`config.mk`:
```
export PLATFORM = sky130hd
export DESIGN_NAME = adc_config_register_bank
export DESIGN_NICKNAME = d
export VERILOG_FILES = /design/src/core/adc_cfg_pkg.sv /design/src/core/cfg_serial_if.sv /design/src/core/adc_config_register_bank.sv /design/src/core/cfg_serial_shifter.sv
export SDC_FILE = /design/constraint.sdc
export NUM_CORES = 1
export LEC_CHECK = 0
export BUFFER_PORTS_ARGS = -buffer_cell sky130_fd_sc_hd__buf_4
export CAP_MARGIN = 10
export CORE_ASPECT_RATIO = 1.75
export CORE_UTILIZATION = 35
export DETAILED_ROUTE_END_ITERATION = 12
export GPL_TIMING_DRIVEN = 0
export PLACE_DENSITY = 0.53
export SYNTH_ARGS = -nofsm -noshare
export SYNTH_HDL_FRONTEND = slang
export SYNTH_HIERARCHICAL = 1
export SYNTH_SLANG_ARGS = --single-unit
export TNS_END_PERCENT = 20
```
`constraint.sdc`:
```
create_clock -name CLK -period 10 [get_ports CLK]
set_clock_uncertainty 0.05 [all_clocks]
set_input_delay 2 -clock CLK [delete_from_list [all_inputs] [get_ports CLK]]
set_output_delay 2 -clock CLK [all_outputs]
set_load 0.05 [all_outputs]
```
`src/core/adc_cfg_pkg.sv`:
```
// Constants, register map and decode helpers for the converter configuration bank.
// Assumes one system clock; every serial-port pin is treated as asynchronous to it.
package adc_cfg_pkg;

  typedef logic [7:0] byte_t;

  localparam int NUM_REGS = 15;
  localparam logic [3:0] IDX_NONE = 4'hF;
  localparam byte_t REG_DEFAULT = 8'h00;

  // Register offsets, in index order
  localparam byte_t REG_ADDR [NUM_REGS] = '{
    8'h00, 8'h01, 8'h25, 8'h26, 8'h3D, 8'h3E, 8'h3F, 8'h40,
    8'h41, 8'h42, 8'h43, 8'hBF, 8'hCF, 8'hDF, 8'hEA
  };

  // Writable bits of each register; reserved bits are stored and read as zero
  localparam byte_t REG_MASK [NUM_REGS] = '{
    8'h03, 8'hFC, 8'hF7, 8'h03, 8'hFF, 8'hF0, 8'hFF, 8'hE0,
    8'hFF, 8'hCD, 8'h53, 8'hE0, 8'hBC, 8'h30, 8'h80
  };

  // Register indices
  localparam logic [3:0] IDX_SOFT_RESET_READBACK_CTRL = 4'h0;
  localparam logic [3:0] IDX_OUTPUT_SWING_CODE = 4'h1;
  localparam logic [3:0] IDX_GAIN_AND_TEST_PATTERN = 4'h2;
  localparam logic [3:0] IDX_OUTPUT_DRIVE_STRENGTH = 4'h3;
  localparam logic [3:0] IDX_FORMAT_OFFSET_SHAPING_CTRL = 4'h4;
  localparam logic [3:0] IDX_SHAPING_COEFFICIENT_TWO = 4'h5;
  localparam logic [3:0] IDX_USER_PATTERN_HIGH = 4'h6;
  localparam logic [3:0] IDX_USER_PATTERN_LOW = 4'h7;
  localparam logic [3:0] IDX_INTERFACE_CLOCK_EDGE_CTRL = 4'h8;
  localparam logic [3:0] IDX_FALL_EDGE_LATENCY_STANDBY = 4'h9;
  localparam logic [3:0] IDX_POWER_DOWN_SWING_ENABLE = 4'hA;
  localparam logic [3:0] IDX_OFFSET_PEDESTAL_CTRL = 4'hB;
  localparam logic [3:0] IDX_OFFSET_LOOP_TIMING = 4'hC;
  localparam logic [3:0] IDX_LOW_RATE_MODE_CTRL = 4'hD;
  localparam logic [3:0] IDX_SHAPING_PIN_OVERRIDE = 4'hE;

  // Field positions
  localparam int BIT_READBACK = 0;
  localparam int BIT_SOFT_RESET = 1;
  localparam int SWING_MSB = 7;
  localparam int SWING_LSB = 2;
  localparam int GAIN_MSB = 7;
  localparam int GAIN_LSB = 4;
  localparam int TEST_MSB = 2;
  localparam int TEST_LSB = 0;
  localparam int BIT_CLOCK_DRIVER = 1;
  localparam int BIT_DATA_DRIVER = 0;
  localparam int FORMAT_MSB = 7;
  localparam int FORMAT_LSB = 6;
  localparam int BIT_DC_OFFSET_LOOP = 5;
  localparam int BIT_NOISE_SHAPING = 4;
  localparam int COEF_A_MSB = 3;
  localparam int COEF_A_LSB = 0;
  localparam int COEF_B_MSB = 7;
  localparam int COEF_B_LSB = 4;
  localparam int USER_LOW_MSB = 7;
  localparam int USER_LOW_LSB = 5;
  localparam int SWING_EN_MSB = 1;
  localparam int SWING_EN_LSB = 0;

  // Field encodings
  localparam logic [1:0] SWING_EN_ON = 2'h3;
  localparam logic [5:0] SWING_DEFAULT = 6'h00;
  localparam logic [1:0] FMT_TWOS = 2'h2;
  localparam logic [1:0] FMT_OFFSET = 2'h3;
  localparam logic [3:0] GAIN_FIRST_STEP = 4'h6;
  localparam logic [3:0] GAIN_LAST_STEP = 4'hC;
  localparam logic [3:0] GAIN_STEP_BASE = 4'h5;

  typedef enum logic [2:0] {
    SRC_NORMAL = 3'h0,
    SRC_ZEROS = 3'h1,
    SRC_ONES = 3'h2,
    SRC_TOGGLE = 3'h3,
    SRC_RAMP = 3'h4,
    SRC_CUSTOM = 3'h5
  } test_source_e;

  // Output word patterns
  localparam logic [10:0] DATA_ZERO = 11'h000;
  localparam logic [10:0] DATA_ONES = 11'h7FF;
  localparam logic [10:0] NARROW_ONES = 11'h1FF;
  localparam logic [10:0] TOGGLE_WIDE = 11'h2AA;
  localparam logic [8:0] TOGGLE_NARROW = 9'h0AA;
  localparam logic [2:0] RAMP_STEP_LAST = 3'h7;
  localparam logic [10:0] RAMP_START = 11'h000;

  // Serial word framing
  localparam logic [3:0] ADDR_LAST_BIT = 4'h7;
  localparam logic [3:0] WORD_LAST_BIT = 4'hF;

  function automatic logic [3:0] reg_index(input byte_t a);
    logic [3:0] idx;
    idx = IDX_NONE;
    for (int i = 0; i < NUM_REGS; i++) begin
      if (REG_ADDR[i] == a) begin
        idx = 4'(i);
      end
    end
    return idx;
  endfunction

  // Gain code to half-decibel steps; undefined codes read as 0 dB
  function automatic logic [2:0] gain_half_db(input logic [3:0] code);
    logic [2:0] steps;
    steps = 3'h0;
    if (code >= GAIN_FIRST_STEP && code <= GAIN_LAST_STEP) begin
      steps = 3'(code - GAIN_STEP_BASE);
    end
    return steps;
  endfunction

endpackage

```
`src/core/cfg_serial_if.sv`:
```
// Link between the serial shifter and the register bank.
// Assumes both ends run on the same system clock.
`timescale 1ns/1ns
interface cfg_serial_if;
  logic wr_strobe;
  logic [7:0] wr_addr;
  logic [7:0] wr_data;
  logic [7:0] rd_addr;
  logic rd_load;
  logic [7:0] rd_data;
  logic sdo;

  modport shifter (
    output wr_strobe, wr_addr, wr_data, rd_addr, rd_load, sdo,
    input rd_data
  );
  modport bank (
    input wr_strobe, wr_addr, wr_data, rd_addr, rd_load, sdo,
    output rd_data
  );
endinterface

```
`src/core/adc_config_register_bank.sv`:
```
// Configuration register bank with serial write/readback and output test_source_select.
// Assumes sample and overrange inputs arrive on CLK; the format pin is asynchronous.
`timescale 1ns/1ns
// What this block does
// - Capture a bit per falling serial edge; 16 bits give address then data
// - A write updates all fields of a register from one data byte
// - Soft-reset bit restores defaults and then clears itself
// - Readback bit selects overrange flag or serial readback on the shared pin
// - In readback mode only address zero is writable; address zero reads zero
// - Six-bit swing code selects the output swing
// - Swing code acts only while swing enable is set, else default swing
// - Gain field selects gain in half-decibel steps
// - Test source 000 passes samples, 001 all low, 010 all high
// - Test source 011 alternates the toggle word and its complement
// - Test source 100 ramps one code every eighth sample clock, 0 to 2047
// - Test source 101 outputs the user word; 110 and 111 unused
// - User word is high register then three top bits of low register
// - Format field: pin decides, forced twos complement or offset binary
// - Format register bit 5 enables the DC offset loop
// - Format register bit 4 enables noise shaping
// - Two four-bit noise shaping coefficients held in two registers
module adc_config_register_bank #(
  parameter bit NINE_BIT_VARIANT = 1'b0
) (
  // Clock and reset
  input wire logic CLK,
  input wire logic RST_N,
  // Serial configuration port
  input wire logic SERIAL_CLK,
  input wire logic SERIAL_SELECT_N,
  input wire logic SERIAL_DATA_IN,
  // Converter side
  input wire logic [10:0] ADC_SAMPLE,
  input wire logic OVERRANGE_IN,
  input wire logic FORMAT_INTERFACE_PIN,
  // Shared pin and data output
  output logic OVERRANGE_READBACK_PIN,
  output logic [10:0] DATA_OUT,
  output logic TWOS_COMPLEMENT,
  // Analog and driver controls
  output logic [5:0] SWING_CODE,
  output logic [2:0] GAIN_HALF_DB,
  output logic CLOCK_DRIVER_DOUBLE,
  output logic DATA_DRIVER_DOUBLE,
  output logic DC_OFFSET_LOOP_ENABLE,
  output logic NOISE_SHAPING_ENABLE,
  output logic [3:0] NOISE_SHAPING_COEF_A,
  output logic [3:0] NOISE_SHAPING_COEF_B,
  // Raw contents of the remaining registers
  output logic [7:0] INTERFACE_CLOCK_EDGE,
  output logic [7:0] FALL_EDGE_LATENCY_STANDBY,
  output logic [7:0] POWER_DOWN_SWING,
  output logic [7:0] OFFSET_PEDESTAL,
  output logic [7:0] OFFSET_LOOP_TIMING,
  output logic [7:0] LOW_RATE_MODE,
  output logic [7:0] SHAPING_PIN_OVERRIDE
);
  cfg_serial_if bus ();

  adc_cfg_pkg::byte_t regs [adc_cfg_pkg::NUM_REGS];
  logic [3:0] wr_idx;
  logic [3:0] rd_idx;
  logic wr_allowed;
  logic readback;
  logic soft_reset;
  logic fmt_s1, fmt_s2;
  logic [2:0] test_source;
  logic [1:0] format_sel;
  logic twos_sel;
  logic toggle_phase;
  logic [2:0] ramp_div;
  logic [10:0] ramp_code;
  logic [10:0] toggle_word;
  logic [10:0] custom_word;
  logic [10:0] next_data;
  logic [8*adc_cfg_pkg::NUM_REGS-1:0] regs_flat;

  cfg_serial_shifter u_shifter (
    .clk(CLK),
    .rst_n(RST_N),
    .sclk_pin(SERIAL_CLK),
    .select_n_pin(SERIAL_SELECT_N),
    .sdi_pin(SERIAL_DATA_IN),
    .bus(bus.shifter)
  );

  assign readback = regs[adc_cfg_pkg::IDX_SOFT_RESET_READBACK_CTRL][adc_cfg_pkg::BIT_READBACK];
  assign soft_reset =
    regs[adc_cfg_pkg::IDX_SOFT_RESET_READBACK_CTRL][adc_cfg_pkg::BIT_SOFT_RESET];
  assign wr_idx = adc_cfg_pkg::reg_index(bus.wr_addr);
  assign rd_idx = adc_cfg_pkg::reg_index(bus.rd_addr);
  assign wr_allowed = (wr_idx != adc_cfg_pkg::IDX_NONE) &&
    (!readback || wr_idx == adc_cfg_pkg::IDX_SOFT_RESET_READBACK_CTRL);

  // Register storage; the soft-reset bit lives one cycle, then clears everything
  always_ff @(posedge CLK) begin
    if (!RST_N || soft_reset) begin
      for (int i = 0; i < adc_cfg_pkg::NUM_REGS; i++) begin
        regs[i] <= adc_cfg_pkg::REG_DEFAULT;
      end
    end else if (bus.wr_strobe && wr_allowed) begin
      regs[wr_idx] <= bus.wr_data & adc_cfg_pkg::REG_MASK[wr_idx];
    end
  end

  // Readback source; address zero and unmapped addresses read zero
  always_comb begin
    bus.rd_data = 8'h00;
    if (rd_idx != adc_cfg_pkg::IDX_NONE &&
        rd_idx != adc_cfg_pkg::IDX_SOFT_RESET_READBACK_CTRL) begin
      bus.rd_data = regs[rd_idx];
    end
  end

  // Shared pin role
  always_ff @(posedge CLK) begin
    if (!RST_N) begin
      OVERRANGE_READBACK_PIN <= 1'b0;
    end else begin
      OVERRANGE_READBACK_PIN <= readback ? bus.sdo : OVERRANGE_IN;
    end
  end

  // Format pin synchroniser
  always_ff @(posedge CLK) begin
    if (!RST_N) begin
      fmt_s1 <= 1'b0;
      fmt_s2 <= 1'b0;
    end else begin
      fmt_s1 <= FORMAT_INTERFACE_PIN;
      fmt_s2 <= fmt_s1;
    end
  end

  assign test_source = regs[adc_cfg_pkg::IDX_GAIN_AND_TEST_PATTERN][
    adc_cfg_pkg::TEST_MSB:adc_cfg_pkg::TEST_LSB];
  assign format_sel = regs[adc_cfg_pkg::IDX_FORMAT_OFFSET_SHAPING_CTRL][
    adc_cfg_pkg::FORMAT_MSB:adc_cfg_pkg::FORMAT_LSB];
  // Pin high means straight binary; undefined code 01 also defers to the pin
  assign twos_sel = (format_sel == adc_cfg_pkg::FMT_TWOS) ||
    (format_sel != adc_cfg_pkg::FMT_OFFSET && !fmt_s2);
  assign custom_word = {regs[adc_cfg_pkg::IDX_USER_PATTERN_HIGH],
    regs[adc_cfg_pkg::IDX_USER_PATTERN_LOW][
    adc_cfg_pkg::USER_LOW_MSB:adc_cfg_pkg::USER_LOW_LSB]};
  assign toggle_word = NINE_BIT_VARIANT ?
    {2'b00, (toggle_phase ? ~adc_cfg_pkg::TOGGLE_NARROW : adc_cfg_pkg::TOGGLE_NARROW)} :
    (toggle_phase ? ~adc_cfg_pkg::TOGGLE_WIDE : adc_cfg_pkg::TOGGLE_WIDE);

  // Pattern generators restart whenever their source is deselected
  always_ff @(posedge CLK) begin
    if (!RST_N || test_source != adc_cfg_pkg::SRC_TOGGLE) begin
      toggle_phase <= 1'b0;
    end else begin
      toggle_phase <= ~toggle_phase;
    end
  end

  always_ff @(posedge CLK) begin
    if (!RST_N || test_source != adc_cfg_pkg::SRC_RAMP) begin
      ramp_div <= 3'h0;
      ramp_code <= adc_cfg_pkg::RAMP_START;
    end else begin
      ramp_div <= 3'(ramp_div + 3'h1);
      if (ramp_div == adc_cfg_pkg::RAMP_STEP_LAST) begin
        ramp_code <= 11'(ramp_code + 11'h001);
      end
    end
  end

  always_comb begin
    next_data = adc_cfg_pkg::DATA_ZERO;
    case (test_source)
      adc_cfg_pkg::SRC_NORMAL: begin
        next_data = twos_sel ? {~ADC_SAMPLE[10], ADC_SAMPLE[9:0]} : ADC_SAMPLE;
      end
      adc_cfg_pkg::SRC_ZEROS: begin
        next_data = adc_cfg_pkg::DATA_ZERO;
      end
      adc_cfg_pkg::SRC_ONES: begin
        next_data = adc_cfg_pkg::DATA_ONES;
      end
      adc_cfg_pkg::SRC_TOGGLE: begin
        next_data = toggle_word;
      end
      adc_cfg_pkg::SRC_RAMP: begin
        next_data = ramp_code;
      end
      adc_cfg_pkg::SRC_CUSTOM: begin
        next_data = custom_word;
      end
      default: begin
        next_data = adc_cfg_pkg::DATA_ZERO;
      end
    endcase
  end

  always_ff @(posedge CLK) begin
    if (!RST_N) begin
      DATA_OUT <= adc_cfg_pkg::DATA_ZERO;
      TWOS_COMPLEMENT <= 1'b0;
    end else begin
      DATA_OUT <= next_data;
      TWOS_COMPLEMENT <= twos_sel;
    end
  end

  // Swing and gain controls
  always_ff @(posedge CLK) begin
    if (!RST_N) begin
      SWING_CODE <= adc_cfg_pkg::SWING_DEFAULT;
      GAIN_HALF_DB <= 3'h0;
    end else begin
      if (regs[adc_cfg_pkg::IDX_POWER_DOWN_SWING_ENABLE][
          adc_cfg_pkg::SWING_EN_MSB:adc_cfg_pkg::SWING_EN_LSB] == adc_cfg_pkg::SWING_EN_ON) begin
        SWING_CODE <= regs[adc_cfg_pkg::IDX_OUTPUT_SWING_CODE][
          adc_cfg_pkg::SWING_MSB:adc_cfg_pkg::SWING_LSB];
      end else begin
        SWING_CODE <= adc_cfg_pkg::SWING_DEFAULT;
      end
      GAIN_HALF_DB <= adc_cfg_pkg::gain_half_db(regs[adc_cfg_pkg::IDX_GAIN_AND_TEST_PATTERN][
        adc_cfg_pkg::GAIN_MSB:adc_cfg_pkg::GAIN_LSB]);
    end
  end

  // Direct register fields
  assign CLOCK_DRIVER_DOUBLE =
    regs[adc_cfg_pkg::IDX_OUTPUT_DRIVE_STRENGTH][adc_cfg_pkg::BIT_CLOCK_DRIVER];
  assign DATA_DRIVER_DOUBLE =
    regs[adc_cfg_pkg::IDX_OUTPUT_DRIVE_STRENGTH][adc_cfg_pkg::BIT_DATA_DRIVER];
  assign DC_OFFSET_LOOP_ENABLE =
    regs[adc_cfg_pkg::IDX_FORMAT_OFFSET_SHAPING_CTRL][adc_cfg_pkg::BIT_DC_OFFSET_LOOP];
  assign NOISE_SHAPING_ENABLE =
    regs[adc_cfg_pkg::IDX_FORMAT_OFFSET_SHAPING_CTRL][adc_cfg_pkg::BIT_NOISE_SHAPING];
  assign NOISE_SHAPING_COEF_A = regs[adc_cfg_pkg::IDX_FORMAT_OFFSET_SHAPING_CTRL][
    adc_cfg_pkg::COEF_A_MSB:adc_cfg_pkg::COEF_A_LSB];
  assign NOISE_SHAPING_COEF_B = regs[adc_cfg_pkg::IDX_SHAPING_COEFFICIENT_TWO][
    adc_cfg_pkg::COEF_B_MSB:adc_cfg_pkg::COEF_B_LSB];
  assign INTERFACE_CLOCK_EDGE = regs[adc_cfg_pkg::IDX_INTERFACE_CLOCK_EDGE_CTRL];
  assign FALL_EDGE_LATENCY_STANDBY = regs[adc_cfg_pkg::IDX_FALL_EDGE_LATENCY_STANDBY];
  assign POWER_DOWN_SWING = regs[adc_cfg_pkg::IDX_POWER_DOWN_SWING_ENABLE];
  assign OFFSET_PEDESTAL = regs[adc_cfg_pkg::IDX_OFFSET_PEDESTAL_CTRL];
  assign OFFSET_LOOP_TIMING = regs[adc_cfg_pkg::IDX_OFFSET_LOOP_TIMING];
  assign LOW_RATE_MODE = regs[adc_cfg_pkg::IDX_LOW_RATE_MODE_CTRL];
  assign SHAPING_PIN_OVERRIDE = regs[adc_cfg_pkg::IDX_SHAPING_PIN_OVERRIDE];

  // Flattened view for stability checks
  always_comb begin
    regs_flat = '0;
    for (int i = 0; i < adc_cfg_pkg::NUM_REGS; i++) begin
      regs_flat[8*i +: 8] = regs[i];
    end
  end
endmodule // adc_config_register_bank

```
`src/core/cfg_serial_shifter.sv`:
```
// Three-wire serial shifter: synchronises the pins, frames 16-bit words, shifts readback.
// Assumes the serial clock is much slower than the system clock (at least 4x).
`timescale 1ns/1ns
module cfg_serial_shifter (
  // Clock and reset
  input wire logic clk,
  input wire logic rst_n,
  // Serial pins
  input wire logic sclk_pin,
  input wire logic select_n_pin,
  input wire logic sdi_pin,
  // Bank side
  cfg_serial_if.shifter bus
);
  logic sclk_s1, sclk_s2, sclk_s3;
  logic sel_s1, sel_s2;
  logic sdi_s1, sdi_s2;
  logic [14:0] shift;
  logic [3:0] bit_cnt;
  logic [7:0] rd_shift;
  logic sclk_fall;

  always_ff @(posedge clk) begin
    if (!rst_n) begin
      sclk_s1 <= 1'b1;
      sclk_s2 <= 1'b1;
      sclk_s3 <= 1'b1;
      sel_s1 <= 1'b1;
      sel_s2 <= 1'b1;
      sdi_s1 <= 1'b0;
      sdi_s2 <= 1'b0;
    end else begin
      sclk_s1 <= sclk_pin;
      sclk_s2 <= sclk_s1;
      sclk_s3 <= sclk_s2;
      sel_s1 <= select_n_pin;
      sel_s2 <= sel_s1;
      sdi_s1 <= sdi_pin;
      sdi_s2 <= sdi_s1;
    end
  end

  assign sclk_fall = sclk_s3 & ~sclk_s2 & ~sel_s2;

  // Word framing; a partial word is dropped when select rises
  always_ff @(posedge clk) begin
    if (!rst_n) begin
      shift <= '0;
      bit_cnt <= 4'h0;
      bus.wr_strobe <= 1'b0;
      bus.wr_addr <= 8'h00;
      bus.wr_data <= 8'h00;
      bus.rd_addr <= 8'h00;
      bus.rd_load <= 1'b0;
    end else begin
      bus.wr_strobe <= 1'b0;
      bus.rd_load <= 1'b0;
      if (sel_s2) begin
        bit_cnt <= 4'h0;
      end else if (sclk_fall) begin
        shift <= {shift[13:0], sdi_s2};
        bit_cnt <= 4'(bit_cnt + 4'h1);
        if (bit_cnt == adc_cfg_pkg::ADDR_LAST_BIT) begin
          bus.rd_addr <= {shift[6:0], sdi_s2};
          bus.rd_load <= 1'b1;
        end
        if (bit_cnt == adc_cfg_pkg::WORD_LAST_BIT) begin
          bus.wr_addr <= shift[14:7];
          bus.wr_data <= {shift[6:0], sdi_s2};
          bus.wr_strobe <= 1'b1;
        end
      end
    end
  end

  // Readback shifter: next bit appears after each falling edge of the data phase
  always_ff @(posedge clk) begin
    if (!rst_n) begin
      rd_shift <= 8'h00;
    end else if (bus.rd_load) begin
      rd_shift <= bus.rd_data;
    end else if (sclk_fall && bit_cnt > adc_cfg_pkg::ADDR_LAST_BIT) begin
      rd_shift <= {rd_shift[6:0], 1'b0};
    end
  end

  assign bus.sdo = rd_shift[7];
endmodule // cfg_serial_shifter

```
Yosys cells after proc, flatten, opt, wreduce, memory -nomap -nowiden
Memories as Yosys holds them, arrays and structs flattened. A register that Yosys moved wholly into a read port is not among the register bits.
Cells that the tools add are included.
Widths: inputs -> output; s select.
{"block": "totals", "ramBits": 120, "regBits": 93, "mem_bits_ro": 128, "wordCells": 164, "n_memories": 2, "output_inout_bits": 90, "inputBits": 18}
{"name": "(name not given)", "words": 16, "word_bits": 8, "read_ports": 1, "rd_ports_with_merged_regs": 0, "wr": 0, "line": "adc_config_register_bank.sv:102", "text": "regs[wr_idx] <= bus.wr_data & adc_cfg_pkg::REG_MASK[wr_idx];"}
{"name": "regs", "words": 15, "word_bits": 8, "read_ports": 16, "rd_ports_with_merged_regs": 1, "wr": 15, "line": "adc_config_register_bank.sv:60", "text": "adc_cfg_pkg::byte_t regs [adc_cfg_pkg::NUM_REGS];"}
{"block": "classes", "eq_ne": 42, "reduce_logical": 29, "bitwise": 10, "mux": 49, "magnitude_cmp": 4, "add_sub_neg": 4}
{"operator": "$mux 4", "n": 31}
{"operator": "$eq 6x8->1 const A", "n": 10}
{"operator": "$eq 7x8->1 const A", "n": 8}
{"operator": "$eq 8x8->1 const A", "n": 8}
{"operator": "$pmux 11 s5", "n": 1}
{"operator": "$mux 8", "n": 6}
{"operator": "$mux 11", "n": 2}
{"operator": "$eq 1x8->1 const A", "n": 2}
{"operator": "$logic_not 8->1", "n": 2}
{"operator": "$add 11x1->11 const B", "n": 1}
{"operator": "$eq 3x3->1 const B", "n": 3}
{"operator": "$mux 1", "n": 9}
{"operator": "$and 8x8->8", "n": 1}
{"operator": "$ne 4x4->1 const B", "n": 2}
{"operator": "$reduce_or 8->1", "n": 1}
{"operator": "$eq 3x2->1 const B", "n": 2}
{"operator": "$logic_and 1x1->1", "n": 6}
{"operator": "$not 1->1", "n": 6}
{"operator": "$reduce_and 2->1", "n": 3}
{"operator": "$reduce_and 3->1", "n": 2}
{"operator": "$ge 5x5->1 const B", "n": 1}
{"operator": "$logic_or 1x1->1", "n": 5}
{"operator": "$not 4->5", "n": 1}
{"operator": "$add 4x1->4 const B", "n": 1}
{"operator": "other kinds (19)", "n": 24}

Logic depth before layout (Yosys ltp)
{"block": "depth", "depth_word": 25, "mapped_depth": 14, "depth_no_buf": 11}

Cells and area by module
The synthesis kept the hierarchy.
{"mod": "adc_config_register_bank", "cells_per_inst": 775, "n_inst": 1, "seq_area_each_um2": 4594.4, "area_each_um2": 8216.6}
{"mod": "cfg_serial_shifter", "cells_per_inst": 238, "n_inst": 1, "seq_area_each_um2": 1201.2, "area_each_um2": 2210.9}

Worst setup path before layout
OpenSTA, ideal clock, no wires.
{"block": "synth_timing", "kind": "register -> register", "startpoint": "reg u_shifter.bus.wr_addr[2]", "endpoint": "mem regs[4][0] in the netlist's numbering (enable)", "required_time_ns": 9.621, "path_stages_with_launch": 15, "path_buffers": 3, "arrival_time_ns": 3.790, "setup_ns": 0.329, "synth_period_minus_slack_ns": 4.169, "path_slack_ns": 5.831, "path_cell_list": "dfxtp_1 buf_2 or4b_4 o22a_1 o221a_1 or4b_4 nand2_1 ha_1 clkbuf_1 nand3_1 a21oi_1 and2_0 clkbuf_1 nand2_1 nand2_1"}
{"element": "start, declared", "line": "cfg_serial_if.sv:14", "text": "output wr_strobe, wr_addr, wr_data, rd_addr, rd_load, sdo,"}
{"element": "start signal, assigned", "line": "cfg_serial_shifter.sv:68", "text": "bus.wr_addr <= shift[14:7];"}
{"element": "end, declared", "line": "adc_config_register_bank.sv:60"}

==> metrics.md <==
| Metric | Value |
|---|---|
| Share of cells above drive strength 1 | `0.177` |
| Hold slack | `0.357 ns` |
| Core area | `29300 um2` |
| Synthesized area per cell | `about 10 um2` |
| Ports | `108` |
| CP max stage cell | `a21oi_1` |
| Leak | `0.00467 uW` |
| Initial core utilization | `0.356` |
| Cells after synthesis | `between 1000 and 1500` |
| TNS Setup | `0 ns` |
| Synth top cells by count | `nor2_1, nand2_1, edfxtp_1` |
| Nets | `~1200` |
| PortBufs | `around 110` |
| Worst setup SP type | `register` |
| Post_cts resized | `0` |
| Final Hold Fails | `0` |
| Crit-path max cell delay | `~0.52 ns` |
| First-pass GRT wire length | `48500 um` |
| Synth area leaders | `edfxtp_1, dfxtp_1, mux2i_1` |
| Crit path time final | `a little over 5 ns` |
| Most used DFF post-synth | `edfxtp_1` |
| CP Cell Sequence | `clkbuf_1, nand4_1, or3b_2, o221a_1, or4b_4, nand2_1, ha_1, clkbuf_1, nand3_1, a21oi_1, and2_0, clkbuf_1, nand2_1, nand2_1` |
| Initial antenna violation count | `0` |
| Most frequent cell after synthesis | `nor2_1` |
| Synth Cell Area | `about 10000 um2` |
| # fillers | `~2900` |
| Iter 0 DRT Violations | `404` |
| RSZ-0062 raised after global routing | `false` |
| Max cap viols | `0` |
| Total gr overflow | `0` |
| Critical path class | `register to register` |
| Clock slew at reported path FFs | `0.06 ns` |
| RR Startpoint | `u_shifter/bus.wr_addr[7]` |
| Post-route ant nets | `0` |
| Overall Global Routing Usage | `0.214` |
| Status | `completed` |
| Worst Hold Class | `register to register` |
| Gpl congestion | `around 0.91` |
| Hold Crit Start | `u_shifter/sel_s1` |
| Origin of the worst setup path | `u_shifter/bus.wr_addr[7]` |
| First drt pass iteration count | `7` |
| Num rows | `83` |
| Antenna fix cells | `0` |
| Worst Path Arrival | `5.19 ns` |
| Hpwl dp | `~25000 um` |
| Synth-to-Final Area Change | `19.7%` |
| CTS max path bufs | `3` |
| Crit Path Max Fanout | `10` |
| Area leader, netlist | `edfxtp_1` |
| Count of cell types in the netlist | `74` |
| Pin count of the biggest net entering global routing | `15` |
| Vias/cell | `5.10` |
| Clk_lat worst skew | `about 0.53 ns` |
| PwrDens | `162 nW/um2` |
| Post-synth EDFFs | `127` |
| Tcrit/Tclk final | `0.505` |
| Root buf cell | `clkbuf_16` |
| Die ar. | `about 31000 um2` |
| Slew @ Worst Pin | `1.14 ns` |
| Drt drc | `0` |
| Slew margin rel. | `0.234` |
| Synth top area share | `0.366` |
| Worst vdd ir | `0.138 mV` |
| Hold Buf Count CTS | `0` |
| Vias in the first global route | `a little over 8000` |
| CTS H-tree lvls | `1` |
| Post-CTS Repair Setup Buffers | `0` |
| Synthesis warning total | `6` |
| # setup viols final | `0` |
| Sequential area share after synthesis | `0.556` |
| Vias post-DR | `about 8000` |
| Yosys reg bits | `226` |
| Clk sinks | `around 230` |
| Max-slew violations | `0` |
| CTS tree | `yes` |
| CTS Buf Count | `23` |
| Die Span Y | `230 um` |
| Die Width | `132 um` |
| Critical Path RT | `10.14 ns` |
| Wire per inst | `20.8 um` |
| Critical Path End Type | `register` |
| F_max | `198 MHz` |
| Final wirelength | `between 30000 and 40000 um` |
| Async set or reset register ratio after synthesis | `0` |
layer usage:
metal	GRT usage	wire, um
met5	0	0
met4	0.138	2020
met3	0.0206	1060
met2	0.419	18100
met1	0.210	11300
sequential cells by signal (all words and copies together), names as in the netlist, 4 cells and up:
register,count
u_shifter/bit_cnt,4
SWING_CODE,6
ramp_code,11
u_shifter/bus.wr_data,8
u_shifter/shift,15
u_shifter/bus.rd_addr,8
u_shifter/bus.wr_addr,8
regs,127
DATA_OUT,11
u_shifter/rd_shift,8
power by group:
part           internal, uW  switching, uW  leakage (uW)
combinational          42.6            109       0.00218
clock                   468            371      0.000346
sequential             1010           19.9       0.00215
total                  1520            500       0.00467
final cells by class:
class	instances	area, um2	area share
plain buffers	64	299	0.0240
clock buffers	32	629	0.0504
clock inverters	10	83.8	0.00672
inverters	19	71.3	0.00571
multi-input cells	720	4320	0.346
flip-flops and latches	226	5800	0.464
well taps	382	478	0.0383
repair buffers	107	803	0.0644
stage by stage:
step                setup slack (ns)  total power, uW  area, um2   util  instances
finish                          4.95             2020      12500  0.426       1560
global route                    4.62             2080      12500  0.426       1560
CTS                             4.94             2040      12500  0.426       1560
detailed placement              4.80             1200      11800  0.402       1518
global placement                4.77             1200      11800  0.402       1518
floorplan                       5.83             1140      10500      -       1029
worst max-delay path, delay by kind of cell (launching register included):
family,cells,cell delay [ns]
compound gates,2,0.79
fa+ha+maj,1,0.17
buf+inv,3,0.90
flops,1,0.34
simple gates,8,2.45
final timing paths:
path,to,slack [ns],cells past startpoint
setup / recovery,regs[4][0],4.95,14
hold / removal,u_shifter/sel_s2,0.36,1
setup reg to reg,regs[4][0],4.95,14
hold reg to reg,u_shifter/sel_s2,0.36,1
kinds of logic after synthesis:
logic type	synth area share
DFF	0.556
adders and majority gates	0.0156
and+or+nand+nor	0.195
AOI/OAI and AO/OA	0.0859
other	0.000360
muxes	0.0985
buffers and inverters	0.0355
xor gates and xnor gates	0.0134
cell usage in the layout, fill, tap and decap left out, drive strengths merged, types with 4 or more instances in the layout:
master	instances
and3	10
and2	16
ha	13
o211ai	7
nand3	31
dfxtp	99
clkinv	6
o2111ai	4
a21oi	49
nand2	137
inv	21
nor2	171
clkbuf	72
nand4	14
xor2	9
conb	17
a31oi	4
nor3	14
mux2i	79
buf	131
o21ai	25
nand3b	4
a311oi	4
xnor2	7
or3	8
nand2b	8
edfxtp	127
nor4bb	4
a2bb2oi	4
mux2	21
o22ai	10
(Power assumes the default switching activity.)
